### config.mk
export PLATFORM = sky130hd
export DESIGN_NAME = ebbc_top
export DESIGN_NICKNAME = d
export VERILOG_FILES = /design/src/ebbc_pkg.sv /design/src/ebbc_cnt_if.sv /design/src/ebbc_len_decode.sv /design/src/ebbc_wr_count.sv /design/src/ebbc_top.sv
export SDC_FILE = /design/constraint.sdc
export NUM_CORES = 1
export LEC_CHECK = 0
export BUFFER_PORTS_ARGS = -buffer_cell sky130_fd_sc_hd__buf_4
export CAP_MARGIN = 10
export CELL_PAD_IN_SITES_DETAIL_PLACEMENT = 1
export CELL_PAD_IN_SITES_GLOBAL_PLACEMENT = 1
export CORE_UTILIZATION = 27
export CTS_CLUSTER_SIZE = 14
export DETAILED_ROUTE_END_ITERATION = 10
export PLACE_DENSITY = 0.65
export SLEW_MARGIN = 30
export SYNTH_ARGS = -nofsm -noshare
export SYNTH_HDL_FRONTEND = slang
export SYNTH_SLANG_ARGS = --single-unit
### constraint.sdc
create_clock -name clk -period 2.2 [get_ports clk]
set_input_delay 0.22 -clock clk [delete_from_list [all_inputs] [get_ports clk]]
set_output_delay 0.22 -clock clk [all_outputs]
set_load 0.01 [all_outputs]
### src/ebbc_pkg.sv
/*
  Constants for the endpoint buffer byte-count bank: register offsets,
  field positions, reset values, buffer base addresses and full lengths.
  Assumes an 8-bit register port with byte offsets as printed.
*/
package ebbc_pkg;
  localparam logic [7:0] EBBC_OFS_EP_ONE_TX_COUNT = 8'hc7;
  localparam logic [7:0] EBBC_OFS_A_WR_HIGH = 8'hce;
  localparam logic [7:0] EBBC_OFS_A_WR_LOW = 8'hcf;
  localparam logic [7:0] EBBC_OFS_B_WR_HIGH = 8'hd1;
  localparam logic [7:0] EBBC_OFS_B_WR_LOW = 8'hd2;
  localparam logic [7:0] EBBC_OFS_A_RD_HIGH = 8'hd3;
  localparam logic [7:0] EBBC_OFS_A_RD_LOW = 8'hd4;

  localparam logic [7:0] EBBC_RESET_VAL = 8'h00;

  // Field positions
  localparam int EBBC_TX_FULL_BIT = 6;
  localparam int EBBC_HIGH_FULL_BIT = 1;
  localparam int EBBC_HIGH_MSB_BIT = 0;

  // Writable masks; every other bit reads zero
  localparam logic [7:0] EBBC_TX_COUNT_MASK = 8'h7f;
  localparam logic [7:0] EBBC_HIGH_MASK = 8'h03;

  // Packet and buffer sizes
  localparam int EBBC_TX_CNT_W = 6;
  localparam int EBBC_TX_LEN_W = 7;
  localparam logic [6:0] EBBC_TX_FULL_LEN = 7'h40;
  localparam int EBBC_BUF_CNT_W = 9;
  localparam int EBBC_BUF_LEN_W = 10;
  localparam logic [9:0] EBBC_BUF_FULL_LEN = 10'h200;

  // Buffer base addresses in packet SRAM
  localparam logic [15:0] EBBC_EP_ONE_TX_BASE = 16'h00c0;
  localparam logic [15:0] EBBC_BUF_A_BASE = 16'h0100;
  localparam logic [15:0] EBBC_BUF_B_BASE = 16'h0300;
endpackage : ebbc_pkg

### src/ebbc_cnt_if.sv
/*
  Carrier between the bank and one write-count capture unit: a completed
  transfer report in, the two register images out.
  Assumes one clock shared by both ends.
*/
interface ebbc_cnt_if;
  import ebbc_pkg::*;
  logic done;
  logic [EBBC_BUF_LEN_W-1:0] bytes;
  logic [7:0] high;
  logic [7:0] low;
  modport bank (output done, output bytes, input high, input low);
  modport unit (input done, input bytes, output high, output low);
endinterface : ebbc_cnt_if

### src/ebbc_len_decode.sv
/*
  Effective length from a count field and a full-size flag.
  Assumes FULL_LEN fits LEN_W bits and the count is narrower than LEN_W.
*/
module ebbc_len_decode
  import ebbc_pkg::*;
#(
  parameter int CNT_W = 9,
  parameter int LEN_W = 10,
  parameter logic [LEN_W-1:0] FULL_LEN = 10'h200
) (
  input wire logic full_flag,
  input wire logic [CNT_W-1:0] count,
  output logic [LEN_W-1:0] length
);
  if (CNT_W >= LEN_W) begin : g_bad_width
    $error("ebbc_len_decode: count must be narrower than length");
  end

  // Flag overrides whatever the count bits hold
  always_comb begin
    if (full_flag) begin
      length = FULL_LEN;
    end else begin
      length = {{(LEN_W-CNT_W){1'b0}}, count};
    end
  end
endmodule : ebbc_len_decode

### src/ebbc_wr_count.sv
/*
  Captures the byte count of a completed write into one bulk buffer and
  presents it as the high and low read-only register images.
  Assumes done is a one-cycle pulse on the bank clock with bytes beside it.
*/
module ebbc_wr_count
  import ebbc_pkg::*;
(
  input wire logic clk,
  input wire logic reset_n,
  ebbc_cnt_if.unit cnt
);
  logic full_q;
  logic msb_q;
  logic [7:0] low_q;

  always_ff @(posedge clk or negedge reset_n) begin
    if (!reset_n) begin
      full_q <= 1'b0;
      msb_q <= 1'b0;
      low_q <= EBBC_RESET_VAL;
    end else if (cnt.done) begin
      full_q <= (cnt.bytes == EBBC_BUF_FULL_LEN);
      msb_q <= cnt.bytes[8];
      low_q <= cnt.bytes[7:0];
    end
  end

  // Upper six bits are reserved and read zero
  assign cnt.high = {6'h00, full_q, msb_q};
  assign cnt.low = low_q;
endmodule : ebbc_wr_count

### src/ebbc_top.sv
/*
  Byte-count register bank for the endpoint-one transmit buffer and bulk
  buffers A and B. Firmware reaches it over a plain 8-bit register port;
  the USB engine, on the same clock, reports completed writes and picks
  up transmit and read-out lengths.
  Assumes engine inputs are synchronous to clk and need no synchroniser.
*/
// Implementation choice: the strobed register port.
// Functional notes
// Six-bit count sets endpoint-one packet length
// Full-packet flag means 64-byte packet
// Cleared count plus transmit sends empty packet
// Reserved bits read zero, ignore writes
// Full-buffer flag set on exactly 512 bytes
// Received count bit 8 in bit 0
// Buffer A low write count readable
// Buffer B low write count readable
// Firmware full-buffer flag requests 512-byte read
// Firmware bit 8 joins read low count
// Low read count sets buffer A fetch
// Length is nine-bit count, or 512 when flagged
module ebbc_top
  import ebbc_pkg::*;
(
  input wire logic clk,
  input wire logic reset_n,
  input wire logic [7:0] reg_addr,
  input wire logic [7:0] reg_wdata,
  input wire logic reg_wr,
  input wire logic reg_rd,
  output logic [7:0] reg_rdata,
  input wire logic ep_one_tx_go,
  output logic ep_one_tx_start,
  output logic [EBBC_TX_LEN_W-1:0] ep_one_tx_len,
  output logic [15:0] ep_one_tx_base,
  input wire logic buf_a_wr_done,
  input wire logic [EBBC_BUF_LEN_W-1:0] buf_a_wr_bytes,
  input wire logic buf_b_wr_done,
  input wire logic [EBBC_BUF_LEN_W-1:0] buf_b_wr_bytes,
  output logic [EBBC_BUF_LEN_W-1:0] buf_a_rd_len,
  output logic [15:0] buf_a_rd_base
);
  logic [7:0] tx_count_q;
  logic [7:0] rd_high_q;
  logic [7:0] rd_low_q;
  logic [7:0] rdata_d;
  logic [EBBC_TX_LEN_W-1:0] tx_len_d;
  logic [EBBC_BUF_LEN_W-1:0] rd_len_d;

  ebbc_cnt_if cnt_u [2] ();

  assign cnt_u[0].done = buf_a_wr_done;
  assign cnt_u[0].bytes = buf_a_wr_bytes;
  assign cnt_u[1].done = buf_b_wr_done;
  assign cnt_u[1].bytes = buf_b_wr_bytes;

  // One capture unit per bulk buffer: index 0 is A, 1 is B
  for (genvar g = 0; g < 2; g++) begin : g_wr
    ebbc_wr_count u_wr (
      .clk(clk),
      .reset_n(reset_n),
      .cnt(cnt_u[g].unit)
    );
  end

  // Firmware-writable count registers
  always_ff @(posedge clk or negedge reset_n) begin
    if (!reset_n) begin
      tx_count_q <= EBBC_RESET_VAL;
    end else if (reg_wr && reg_addr == EBBC_OFS_EP_ONE_TX_COUNT) begin
      tx_count_q <= reg_wdata & EBBC_TX_COUNT_MASK;
    end
  end

  always_ff @(posedge clk or negedge reset_n) begin
    if (!reset_n) begin
      rd_high_q <= EBBC_RESET_VAL;
    end else if (reg_wr && reg_addr == EBBC_OFS_A_RD_HIGH) begin
      rd_high_q <= reg_wdata & EBBC_HIGH_MASK;
    end
  end

  always_ff @(posedge clk or negedge reset_n) begin
    if (!reset_n) begin
      rd_low_q <= EBBC_RESET_VAL;
    end else if (reg_wr && reg_addr == EBBC_OFS_A_RD_LOW) begin
      rd_low_q <= reg_wdata;
    end
  end

  ebbc_len_decode #(
    .CNT_W(EBBC_TX_CNT_W),
    .LEN_W(EBBC_TX_LEN_W),
    .FULL_LEN(EBBC_TX_FULL_LEN)
  ) u_tx_len (
    .full_flag(tx_count_q[EBBC_TX_FULL_BIT]),
    .count(tx_count_q[EBBC_TX_CNT_W-1:0]),
    .length(tx_len_d)
  );

  ebbc_len_decode #(
    .CNT_W(EBBC_BUF_CNT_W),
    .LEN_W(EBBC_BUF_LEN_W),
    .FULL_LEN(EBBC_BUF_FULL_LEN)
  ) u_rd_len (
    .full_flag(rd_high_q[EBBC_HIGH_FULL_BIT]),
    .count({rd_high_q[EBBC_HIGH_MSB_BIT], rd_low_q}),
    .length(rd_len_d)
  );

  // Transmit length frozen at the start pulse so a later rewrite of the
  // count cannot change a packet already under way
  always_ff @(posedge clk or negedge reset_n) begin
    if (!reset_n) begin
      ep_one_tx_start <= 1'b0;
      ep_one_tx_len <= '0;
    end else begin
      ep_one_tx_start <= ep_one_tx_go;
      if (ep_one_tx_go) begin
        ep_one_tx_len <= tx_len_d;
      end
    end
  end

  always_ff @(posedge clk or negedge reset_n) begin
    if (!reset_n) begin
      buf_a_rd_len <= '0;
    end else begin
      buf_a_rd_len <= rd_len_d;
    end
  end

  always_ff @(posedge clk or negedge reset_n) begin
    if (!reset_n) begin
      ep_one_tx_base <= 16'h0000;
      buf_a_rd_base <= 16'h0000;
    end else begin
      ep_one_tx_base <= EBBC_EP_ONE_TX_BASE;
      buf_a_rd_base <= EBBC_BUF_A_BASE;
    end
  end

  // Unmapped offsets read zero
  always_comb begin
    case (reg_addr)
      EBBC_OFS_EP_ONE_TX_COUNT: rdata_d = tx_count_q;
      EBBC_OFS_A_WR_HIGH: rdata_d = cnt_u[0].high;
      EBBC_OFS_A_WR_LOW: rdata_d = cnt_u[0].low;
      EBBC_OFS_B_WR_HIGH: rdata_d = cnt_u[1].high;
      EBBC_OFS_B_WR_LOW: rdata_d = cnt_u[1].low;
      EBBC_OFS_A_RD_HIGH: rdata_d = rd_high_q;
      EBBC_OFS_A_RD_LOW: rdata_d = rd_low_q;
      default: rdata_d = 8'h00;
    endcase
  end

  // Data valid only in the cycle after the strobe
  always_ff @(posedge clk or negedge reset_n) begin
    if (!reset_n) begin
      reg_rdata <= 8'h00;
    end else if (reg_rd) begin
      reg_rdata <= rdata_d;
    end else begin
      reg_rdata <= 8'h00;
    end
  end
endmodule : ebbc_top

Yosys cells after proc, flatten, opt, wreduce, memory -nomap -nowiden
Index checks and enable logic that the tools add are counted.
W data, S select, Z words.
- flip-flop bits (word level): 65
- input port bits: 43
- logic and storage cells: 31
- mux-type cells: 4
- equality and inequality tests: 9
- reductions and logical operators: 3
- operators by type and width (cell ; number):
    $eq A8 B8 Y1 const B ; 7
    $pmux W8 S7 ; 1
    $eq A10 B10 Y1 const B ; 2
    $mux W10 ; 1
    $mux W8 ; 1
    $mux W7 ; 1
    $logic_and A1 B1 Y1 ; 3

Longest topological paths before layout
Gate-level depths: netlist (run 1).
- word-level depth: 3
- depth in mapped cells: 6
- gate-level depth less buffers: 4

Hierarchy
Synthesis (run 1) repeated with hierarchy kept, for this count alone.
- cells, all modules: 268
- area total of the unflattened synthesis: 3422.0 um^2
- modules (own cells, without submodules) (module ; times used ; area an instance (um^2) ; sequential area each (um^2) ; cells an instance):
    ebbc_top ; 1 ; 2297.2 ; 1101.1 ; 183
    ebbc_wr_count ; 2 ; 508.0 ; 250.2 ; 34
    ebbc_len_decode (u_rd_len) ; 1 ; 63.8 ; 0.0 ; 10
    ebbc_len_decode (u_tx_len) ; 1 ; 45.0 ; 0.0 ; 7

Least setup slack after synthesis (run 1)
Ideal clock, no wire load.
- path type: input to register
- start: in reg_addr[3]
- end: reg rd_high_q[0]
- cell stages on the path: 5
- arrival time: 1.311 ns
- buffers on the path: 1
- path slack: 0.765 ns
- cells stage by stage: buf_4 nor3b_4 nand2_1 nor2_1 mux2_2
- cells in the longest elaborated chain, start to end: 2
- ends and longest elaborated chain (item ; RTL line ; source):
    from (decl) ; ebbc_top.sv:27 ; input wire logic [7:0] reg_addr,
    $eq A8 B8 Y1 ; ebbc_top.sv:78 ; end else if (reg_wr && reg_addr == EBBC_OFS_A_RD_HIGH) begin
    $logic_and A1 B1 Y1 ; ebbc_top.sv:78 ;
    to (signal assigned) ; ebbc_top.sv:79 ; rd_high_q <= reg_wdata & EBBC_HIGH_MASK;
    to (decl) ; ebbc_top.sv:44 ; logic [7:0] rd_high_q;
Every way passes these cells.
A chain may end at the register's enable or synchronous reset.

Worst setup path after layout (run 1)
- start: in reg_addr[5]
- end: reg tx_count_q[6]
- cells in the longest elaborated chain, start to end: 2
- ends and longest elaborated chain (item ; RTL line ; source):
    $eq A8 B8 Y1 ; ebbc_top.sv:70 ; end else if (reg_wr && reg_addr == EBBC_OFS_EP_ONE_TX_COUNT) begin
    $logic_and A1 B1 Y1 ; ebbc_top.sv:70 ;
    to (signal assigned) ; ebbc_top.sv:71 ; tx_count_q <= reg_wdata & EBBC_TX_COUNT_MASK;
    to (decl) ; ebbc_top.sv:43 ; logic [7:0] tx_count_q;
Every way passes these cells.

==> results of run 1 <==
-- power by group --
group	internal, mW	switching (mW)
logic	0.147	0.144
registers	1.24	0.0443
clock network	0.703	0.451
-- registers in the layout, indices dropped and copies added, names as in the netlist --
name               count
ep_one_tx_len          7
buf_a_rd_len          10
tx_count_q             7
rd_high_q              2
buf_a_rd_base          1
g_wr.u_wr.msb_q        2
reg_rdata              8
rd_low_q               8
g_wr.u_wr.full_q       2
g_wr.u_wr.cnt.low     16
ep_one_tx_start        1
-- logic make-up (layout without fill, tap and decap cells) --
| logic type | count (synthesis) | in the layout |
|---|---|---|
| compound gates | 31 | 31 |
| buf+inv | 48 | 96 |
| flops | 64 | 64 |
| mux | 45 | 45 |
| other cells | 2 | 30 |
| simple gates | 63 | 63 |
-- area by class of cell --
| type | count | area [um^2] | area share [%] |
|---|---|---|---|
| sequential | 64 | 1600 | 42.1 |
| clock buffer | 12 | 155 | 4.08 |
| multi-input combinational | 169 | 1220 | 32.2 |
| inverter | 8 | 30.0 | 0.789 |
| clock inverter | 4 | 76.3 | 2.01 |
| timing repair buffer | 72 | 543 | 14.3 |
| tap | 140 | 175 | 4.60 |
-- through the flow --
step / hold WS, ns / utilization [%] / std cells / power, mW
floorplan: -0.0756 / - / 281 / 1.49
global placement: 0.352 / 32.7 / 452 / 1.60
detailed placement: 0.360 / 32.7 / 452 / 1.61
CTS: 0.0706 / 34.9 / 469 / 2.78
global route: 0.0741 / 34.9 / 469 / 2.85
finish: 0.0896 / 34.9 / 469 / 2.73
-- repair_timing --
action / in CTS / in global routing
setup endpoints to repair: 0 / 0
hold endpoints to repair: 53 / 0
hold buffers: 1 / 0
-- layer usage --
| layer | up-vias | track usage, % | part of all wire [%] |
|---|---|---|---|
| met5 | - | 0 | 0 |
| met1 | 998 | 17.4 | 46 |
| li1 | 953 | - | - |
| met3 | 9 | 3.44 | 5.3 |
| met2 | 69 | 20.2 | 47 |
| met4 | 0 | 5.38 | 1.7 |
-- placed cells by master (no fill, tap or decap) --
| cell | n |
|---|---|
| buf_4 | 71 |
| dfrtp_1 | 64 |
| mux2_2 | 39 |
| conb_1 | 30 |
| nand3_1 | 11 |
| clkbuf_8 | 11 |
| nor2b_1 | 10 |
| nand3b_1 | 9 |
| o21ai_0 | 9 |
| nand2_1 | 8 |
| a21oi_1 | 8 |
| inv_1 | 8 |
| nor2_1 | 7 |
| mux2i_1 | 6 |
| o21a_1 | 4 |
| nor3b_4 | 3 |
| and3b_1 | 3 |
| o21ai_1 | 2 |
| a22oi_1 | 2 |
| a2bb2oi_1 | 2 |
| nor4_1 | 2 |
| nor4b_1 | 2 |
| nand4_1 | 2 |
| bufinv_16 | 2 |
| and2b_1 | 1 |
| and2_1 | 1 |
| and4b_4 | 1 |
| a32oi_1 | 1 |
| nand2_2 | 1 |
| a31o_2 | 1 |
| a31oi_2 | 1 |
| and3_1 | 1 |
| a31oi_1 | 1 |
| nor2_4 | 1 |
| clkinvlp_4 | 1 |
| clkbuf_1 | 1 |
| clkinv_4 | 1 |
| dlygate4sd3_1 | 1 |
-- path summary, 6_finish.rpt --
path | start | to | slack, ns
min | ep_one_tx_go | ep_one_tx_start | 0.09
max in group asynchronous | reset_n | g_wr[1].u_wr.cnt.low[4] | 1.15
min reg2reg | ep_one_tx_len[6] | ep_one_tx_len[6] | 0.51
max reg2reg | rd_high_q[1] | reg_rdata[1] | 0.81
min in group asynchronous | reset_n | ep_one_tx_len[0] | 0.52
max | reg_addr[5] | tx_count_q[6] | 0.80
==> out/metrics.cfg, run 1 <==
[synth]
synthTopCellsByArea = dfrtp_1 (53%), mux2_2 (14%), buf_4 (7.9%)
muxShareOfSynthArea_pct = 16.5
avgSynthCellArea_um2 = 12.0
yosys.area.top_type = dfrtp_1
synth_top_family_by_area = multiplexers
synth-compound-area-share_pct = 6.40
netlist_top_cells_count = dfrtp_1 (64), mux2_2 (39), buf_4 (32)
synth-simple-area-share_pct = 13.8
synth-seq-cells = 64
ys_types = 35
synth.most_common_cell = dfrtp_1
ys.warnings.count = 0
yosysTopAreaCellShare_pct = 52.8
synth_xor_area_share_pct = 0
ys_seq_area_share_pct = 52.8
ys_async_sr_fraction_pct = 100
synth_edf_count = 0
syn_area_um2 = 3030
synth_flop_cell = dfrtp_1
synthCells = 253
yosys.area_share.adder_pct = 0

[worst_setup_path]
ff2ff_path_depth = 4
critPathBufInv = 1
crit_type = primary input to flip-flop
crit_family = simple AND/OR/NAND/NOR gates
crit_chain = buf_4 -> and3b_1 -> nand2_1 -> nor3b_4 -> mux2_2
start_kind = primary input
crit_arrival_ns = 1.62
cp.required_ns = 2.42
crit_cells = 5
critPathMaxFanout = 7
slowest_delay_ns = 0.43
crit_path_end_kind = flip-flop
slowest_stage = nor3b_4

[clock_network]
cts_max_level = 3
clkLatencyLatePin_ns = 0.34
clockBufferDepth = 2
cts_resized = 0
cts-root-buf = clkbuf_8
cts_tree = built
cts_setup_buffers = 0
cts_buffers = 9
path_clk_slew_ns = 0.07
clock_sinks = 64

[drt]
drt_iter0_drc = 46
drtPass1Iterations = 4
drc_errors = 0
drt_wl_total_mm = 7.01
vias = 2029
post_drt_wl_per_cell_um = 14.9
ant_nets = 0
viasPerCell = 4.33

[finish]
postLayoutCellArea_um2 = 3800
drive_above_1_share_pct = 40.4
syn_to_final_growth_pct = 25.6
nets = 367
antenna_cells = 0
fillerInstances = 1200

[grt]
overflow = 0
track_usage_pct = 13.1
antenna_found_initial = 0
grt_max_degree = 65
grt_pass1_wl_mm = 11.4
grt_pass1_vias = 2178

[power]
leakagePower_nw = 1.79
pwr_density_cell_nw_per_um2 = 718
ir_drop_mv = 0.303

[place]
gp_congestion = 0.801
place_ws_ns = 0.456
placed_area_um2 = 3560
dp_hpwl_mm = 5.46
io_buffers = 71

[run_status]
status = complete, no violations

[timing]
worst_slack_ns = 0.798
finalCritPeriodShare_pct = 63.7
rsz0062_at_grt = no
setup_viol = 0
relSlewSlack_pct = 46.9
finClkSkew_ns = 0.00856
tns_ns = 0
hold_viol = 0
slew_viol_final = 0
clock.fmax_mhz = 713
fin_crit_ns = 1.40
worstMarginPinSlew_ns = 0.796

[die]
die_w_um = 108
fp-row-count = 38
die_h_um = 108
start_util_pct = 27.8
coreArea_um2 = 10900
io_pins = 101
die_area_um2 = 11700

[hold_path]
hp-class = primary input to flip-flop
hold_depth = 1

[job]
max_cap_violations = 0

No activity file was read; power rests on OpenSTA's default activity.
==> run 2: changes to the inputs <==
==> constraint.sdc (replaced) <==
create_clock -name clk -period 1.4 [get_ports clk]
set_input_delay 0.14 -clock clk [delete_from_list [all_inputs] [get_ports clk]]
set_output_delay 0.14 -clock clk [all_outputs]
set_load 0.01 [all_outputs]
==> run 2 against run 1 <==
- combinational power up 72%
- hold slack got worse by 0.051 ns
- via count is 3.4% higher
- critical path depth down 1
- sequential cell count stayed put
- global-route usage increased by 0.43 points
- final cell count is 3.0% higher
==> out/metrics.cfg, run 2 (synthesized netlist as in run 1, its figures left out) <==
[run_status]
status = complete, no violations

[worst_setup_path]
crit_path_end_kind = flip-flop
crit_chain = mux2_2 -> a22oi_1 -> a2bb2oi_1 -> a21oi_1
critPathMaxFanout = 3  ; -4
cp.required_ns = 1.63  ; -0.79 ns
crit_type = flip-flop to flip-flop
slowest_stage = dfrtp_1
crit_arrival_ns = 1.47  ; -0.15 ns
start_kind = flip-flop
slowest_delay_ns = 0.39  ; -0.04 ns

[finish]
syn_to_final_growth_pct = 28.3
drive_above_1_share_pct = 42.6  ; +2.1 points
antenna_cells = 0  ; unchanged
layout.area.seq_um2 = 1600  ; unchanged
final_cell_mix = buf_4 (84), dfrtp_1 (64), mux2_2 (39)
mostFrequentLayoutCell = buf_4
largest_register_ffs = 16  ; unchanged
fillerInstances = 1196  ; -0.33%
nets = 382  ; +4.1%
multi_input_area_um2 = 1220  ; unchanged

[clock_network]
clock_sinks = 64  ; unchanged
cts_max_level = 3  ; unchanged
cts-root-buf = clkbuf_8
cts_tree = built
path_clk_slew_ns = 0.07  ; about the same
clockBufferDepth = 2  ; unchanged
cts_buffers = 9  ; unchanged
clkLatencyLatePin_ns = 0.35  ; about the same

[place]
gp_congestion = 0.818  ; +2.1%
place_ws_ns = -0.110  ; -0.566 ns
io_buffers = 71  ; unchanged
dp_hpwl_mm = 5.72  ; +4.6%

[timing]
whs_ns = 0.0390  ; -0.0506 ns
finClkSkew_ns = 0.00661  ; -0.00195 ns
slew_viol_final = 0  ; unchanged
worst_slack_ns = 0.160  ; -0.638 ns
setup_viol = 0  ; unchanged
hold_viol = 0  ; unchanged
fin_crit_ns = 1.24
tns_ns = 0  ; unchanged
rsz0062_at_grt = no
finalCritPeriodShare_pct = 88.6
clock.fmax_mhz = 806

[drt]
drc_errors = 0  ; unchanged
drt_wl_total_mm = 7.23  ; +3.1%
drtPass1Iterations = 4  ; unchanged
drt_iter0_drc = 68  ; +48%
viasPerCell = 4.34  ; +0.36%
ant_nets = 0  ; unchanged
post_drt_wl_per_cell_um = 15.0  ; +0.11%
vias = 2097  ; +3.4%

[grt]
grt_max_degree = 38  ; -42%
overflow = 0  ; unchanged
antenna_found_initial = 0  ; unchanged
grt_pass1_vias = 2134  ; -2.0%
grt_pass1_wl_mm = 11.4  ; -0.42%
track_usage_pct = 13.5  ; +0.43 points

[die]
start_util_pct = 27.8  ; unchanged
coreArea_um2 = 10900  ; unchanged
io_pins = 101  ; unchanged
die_area_um2 = 11700  ; unchanged
fp-row-count = 38  ; unchanged
die_w_um = 108  ; unchanged
die_h_um = 108  ; unchanged

[hold_path]
hp-class = primary input to flip-flop

[power]
ir_drop_mv = 0.521  ; +72%
pwr_density_cell_nw_per_um2 = 1040  ; +45%
leakagePower_nw = 1.85  ; +3.1%

[job]
max_cap_violations = 0  ; unchanged

[run 2: cell types whose count changed in the layout (fill, tap and decap cells not counted)]
cell / before / now
buf_4: 71 / 84
clkbuf_8: 11 / 9
buf_12: 0 / 1
bufinv_16: 2 / 1
clkinv_2: 0 / 1
clkinvlp_4: 1 / 2
dlygate4sd3_1: 1 / 2
[run 2: final timing paths]
path                               startpoint                       to  slack (ns)  cells after the start
max                              rd_high_q[0]             reg_rdata[0]        0.16                      4
min                         buf_b_wr_bytes[0]  g_wr[1].u_wr.cnt.low[0]        0.04                      2
max reg2reg                      rd_high_q[0]             reg_rdata[0]        0.16                      4
min reg2reg                g_wr[0].u_wr.msb_q       g_wr[0].u_wr.msb_q        0.51                      1
max in group asynchronous             reset_n              rd_low_q[1]        0.62                      3
min in group asynchronous             reset_n         ep_one_tx_len[3]        0.26                      2
[run 2: final cells by class]
cell class	instances	share of cell area (%)
timing repair buffer	87	17.3
inverter	8	0.772
multi-input combinational	169	31.5
clock inverter	5	1.51
tap	140	4.51
clock buffer	10	3.28
sequential	64	41.2
[run 2: repair_timing]
| item | 4_1_cts | 5_1_grt |
|---|---|---|
| hold endpoints to repair | 28 | 0 |
| hold buffers | 2 | 0 |
| gates resized for setup | 0 | 0 |
| setup buffers | 0 | 0 |
[run 2: stage by stage]
step                      cells  cell area (um^2)  util [%]  power [mW]
after floorplan             281              3140         -        2.34
after global placement      466              3680      33.8        2.54
after detailed placement    466              3680      33.8        2.56
after CTS                   483              3890      35.7        4.09
after global routing        483              3890      35.7        4.23
final                       483              3890      35.7        4.03
[run 2: metal layers]
layer,GRT usage [%],part of all wire [%],vias to the layer above
li1,-,-,995
met1,17.7,45,1021
met2,20.8,48,73
met3,3.68,5.9,8
met4,5.87,1.5,0
met5,0,0,-
[run 2: critical path: cells and delay by family (launching register included)]
family / cells / cell delay [ns]
mux: 1 / 0.26
compound gates: 3 / 0.46
flops: 1 / 0.39
[run 2: power by group]
group | total, mW | internal [mW] | switching [mW]
Clock | 1.52 | 0.811 | 0.705
Sequential | 2.02 | 1.95 | 0.0641
Combinational | 0.501 | 0.257 | 0.244
Total | 4.03 | 3.02 | 1.01
==> run 3: changes to the inputs <==
--- a/config.mk
+++ b/config.mk
@@ -10,6 +10,7 @@
 export CELL_PAD_IN_SITES_DETAIL_PLACEMENT = 1
 export CELL_PAD_IN_SITES_GLOBAL_PLACEMENT = 1
 export CORE_UTILIZATION = 27
+export CTS_BUF_LIST = sky130_fd_sc_hd__clkbuf_16
 export CTS_CLUSTER_SIZE = 14
 export DETAILED_ROUTE_END_ITERATION = 10
 export PLACE_DENSITY = 0.65
==> run 3 against run 2 <==
- final area up 2.3%
- first-iteration DRC count increased by 21%
- final cell count fell by 0.21%
- non-clock buffer count fell by 1
- critical endpoint unchanged
==> out/metrics.cfg, run 3 (synthesized netlist as in run 1, its figures left out) <==
[run_status]
status = complete, no violations

[power]
ir_drop_mv = 0.449  ; -14%
pwr_density_cell_nw_per_um2 = 1170  ; +13%
p_total_mw = 4.65  ; +15%
leakagePower_nw = 1.89  ; +2.5%

[timing]
setup_viol = 0  ; unchanged
hold_viol = 0  ; unchanged
clock.fmax_mhz = 785  ; -2.6%
finClkSkew_ns = 0.00404  ; -0.00257 ns
tns_ns = 0  ; unchanged
fin_crit_ns = 1.27  ; +0.0332 ns
worst_slack_ns = 0.127  ; -0.0332 ns
slew_viol_final = 0  ; unchanged
rsz0062_at_grt = no
finalCritPeriodShare_pct = 90.9  ; +2.4 points

[clock_network]
path_clk_slew_ns = 0.05  ; -0.02 ns
clockBufferDepth = 2  ; unchanged
clkLatencyLatePin_ns = 0.33  ; -0.02 ns
cts-root-buf = clkbuf_16
cts_tree = built
clock_sinks = 64  ; unchanged
cts_buffers = 9  ; unchanged
cts_max_level = 3  ; unchanged
cts_setup_buffers = 0  ; unchanged

[grt]
grt_pass1_vias = 2117  ; -0.80%
grt_pass1_wl_mm = 11.4  ; +0.30%
antenna_found_initial = 0  ; unchanged
track_usage_pct = 13.4  ; -0.13 points
overflow = 0  ; unchanged
grt_max_degree = 38  ; unchanged

[place]
io_buffers = 71  ; unchanged
post-place-cells = 466  ; unchanged
gp_congestion = 0.818  ; unchanged
dp_hpwl_mm = 5.72  ; unchanged
placed_area_um2 = 3680  ; unchanged
place_ws_ns = -0.110  ; unchanged

[hold_path]
hp-class = primary input to flip-flop

[finish]
final_cell_mix = buf_4 (84), dfrtp_1 (64), mux2_2 (39)
multi_input_area_um2 = 1220  ; unchanged
syn_to_final_growth_pct = 31.3
layout.area.seq_um2 = 1600  ; unchanged
mostFrequentLayoutCell = buf_4
fillerInstances = 1182  ; -1.2%
stdcell_count = 482  ; -0.21%
antenna_cells = 0  ; unchanged
nets = 381  ; -0.26%
largest_register_ffs = 16  ; unchanged
drive_above_1_share_pct = 42.7  ; +0.12 points
postLayoutCellArea_um2 = 3980  ; +2.3%

[die]
die_w_um = 108  ; unchanged
coreArea_um2 = 10900  ; unchanged
die_area_um2 = 11700  ; unchanged
start_util_pct = 27.8  ; unchanged
die_h_um = 108  ; unchanged
fp-row-count = 38  ; unchanged
io_pins = 101  ; unchanged

[drt]
post_drt_wl_per_cell_um = 14.9  ; -0.68%
drc_errors = 0  ; unchanged
viasPerCell = 4.31  ; -0.80%
drt_iter0_drc = 82  ; +21%
drt_wl_total_mm = 7.16  ; -0.89%
drtPass1Iterations = 4  ; unchanged
vias = 2076  ; -1.0%
ant_nets = 0  ; unchanged

[worst_setup_path]
crit_path_end_kind = flip-flop
crit_arrival_ns = 1.48  ; about the same
crit_type = flip-flop to flip-flop
cp.required_ns = 1.60  ; -0.03 ns
critPathMaxFanout = 3  ; unchanged
start_kind = flip-flop

[job]
max_cap_violations = 0  ; unchanged

-- run 3: cell types whose count changed in the layout (fill, tap and decap cells not counted) --
cell,previous run,this run
clkbuf_16,0,9
clkbuf_8,9,0
clkbuf_1,1,0
dlygate4sd3_1,2,1
inv_1,8,9
-- run 3: worst paths after layout --
kind	start	to	slack [ns]	cells past startpoint
max reg2reg	rd_high_q[0]	reg_rdata[0]	0.13	4
max	rd_high_q[0]	reg_rdata[0]	0.13	4
max in group asynchronous	reset_n	rd_low_q[0]	0.60	3
min in group asynchronous	reset_n	buf_a_rd_base[8]	0.28	2
min reg2reg	g_wr[0].u_wr.msb_q	g_wr[0].u_wr.msb_q	0.51	1
min	ep_one_tx_go	ep_one_tx_start	0.03	1
-- run 3: per-layer routing --
layer | wire length [um] | GRT usage, %
met5 | 0 | 0
met4 | 70 | 3.82
met3 | 420 | 4.22
met2 | 3400 | 20.9
met1 | 3270 | 17.8
-- run 3: layout make-up --
cell class                 count  share of cell area [%]
clock inverter                 6                    1.57
clock buffer                   9                    5.66
multi-input combinational    169                    30.8
timing repair buffer          86                    16.6
inverter                       8                   0.755
sequential                    64                    40.3
tap                          140                    4.40
-- run 3: critical path: stages (launching register included) --
cell	delay (ns)
dfrtp_1	0.39
mux2_2	0.27
a22oi_1	0.17
a2bb2oi_1	0.23
a21oi_1	0.10
-- run 3: stage by stage --
step	hold WS, ns	utilization, %
finish	0.0275	36.5
global route	0.0177	36.5
CTS	0.0212	36.5
detailed placement	0.0914	33.8
global placement	0.0883	33.8
floorplan	-0.156	-
-- run 3: power breakdown --
part	total [mW]	leakage [nW]	internal [mW]	switching, mW
Combinational	0.498	0.914	0.255	0.243
Sequential	2.02	0.843	1.96	0.0628
Clock	2.13	0.139	1.36	0.775
Total	4.65	1.89	3.57	1.08
-- run 3: what timing repair did --
action,in CTS,in global routing
hold buffers,1,0
gates resized for setup,0,0
endpoints found under the setup margin,0,0
endpoints found under the hold margin,27,0
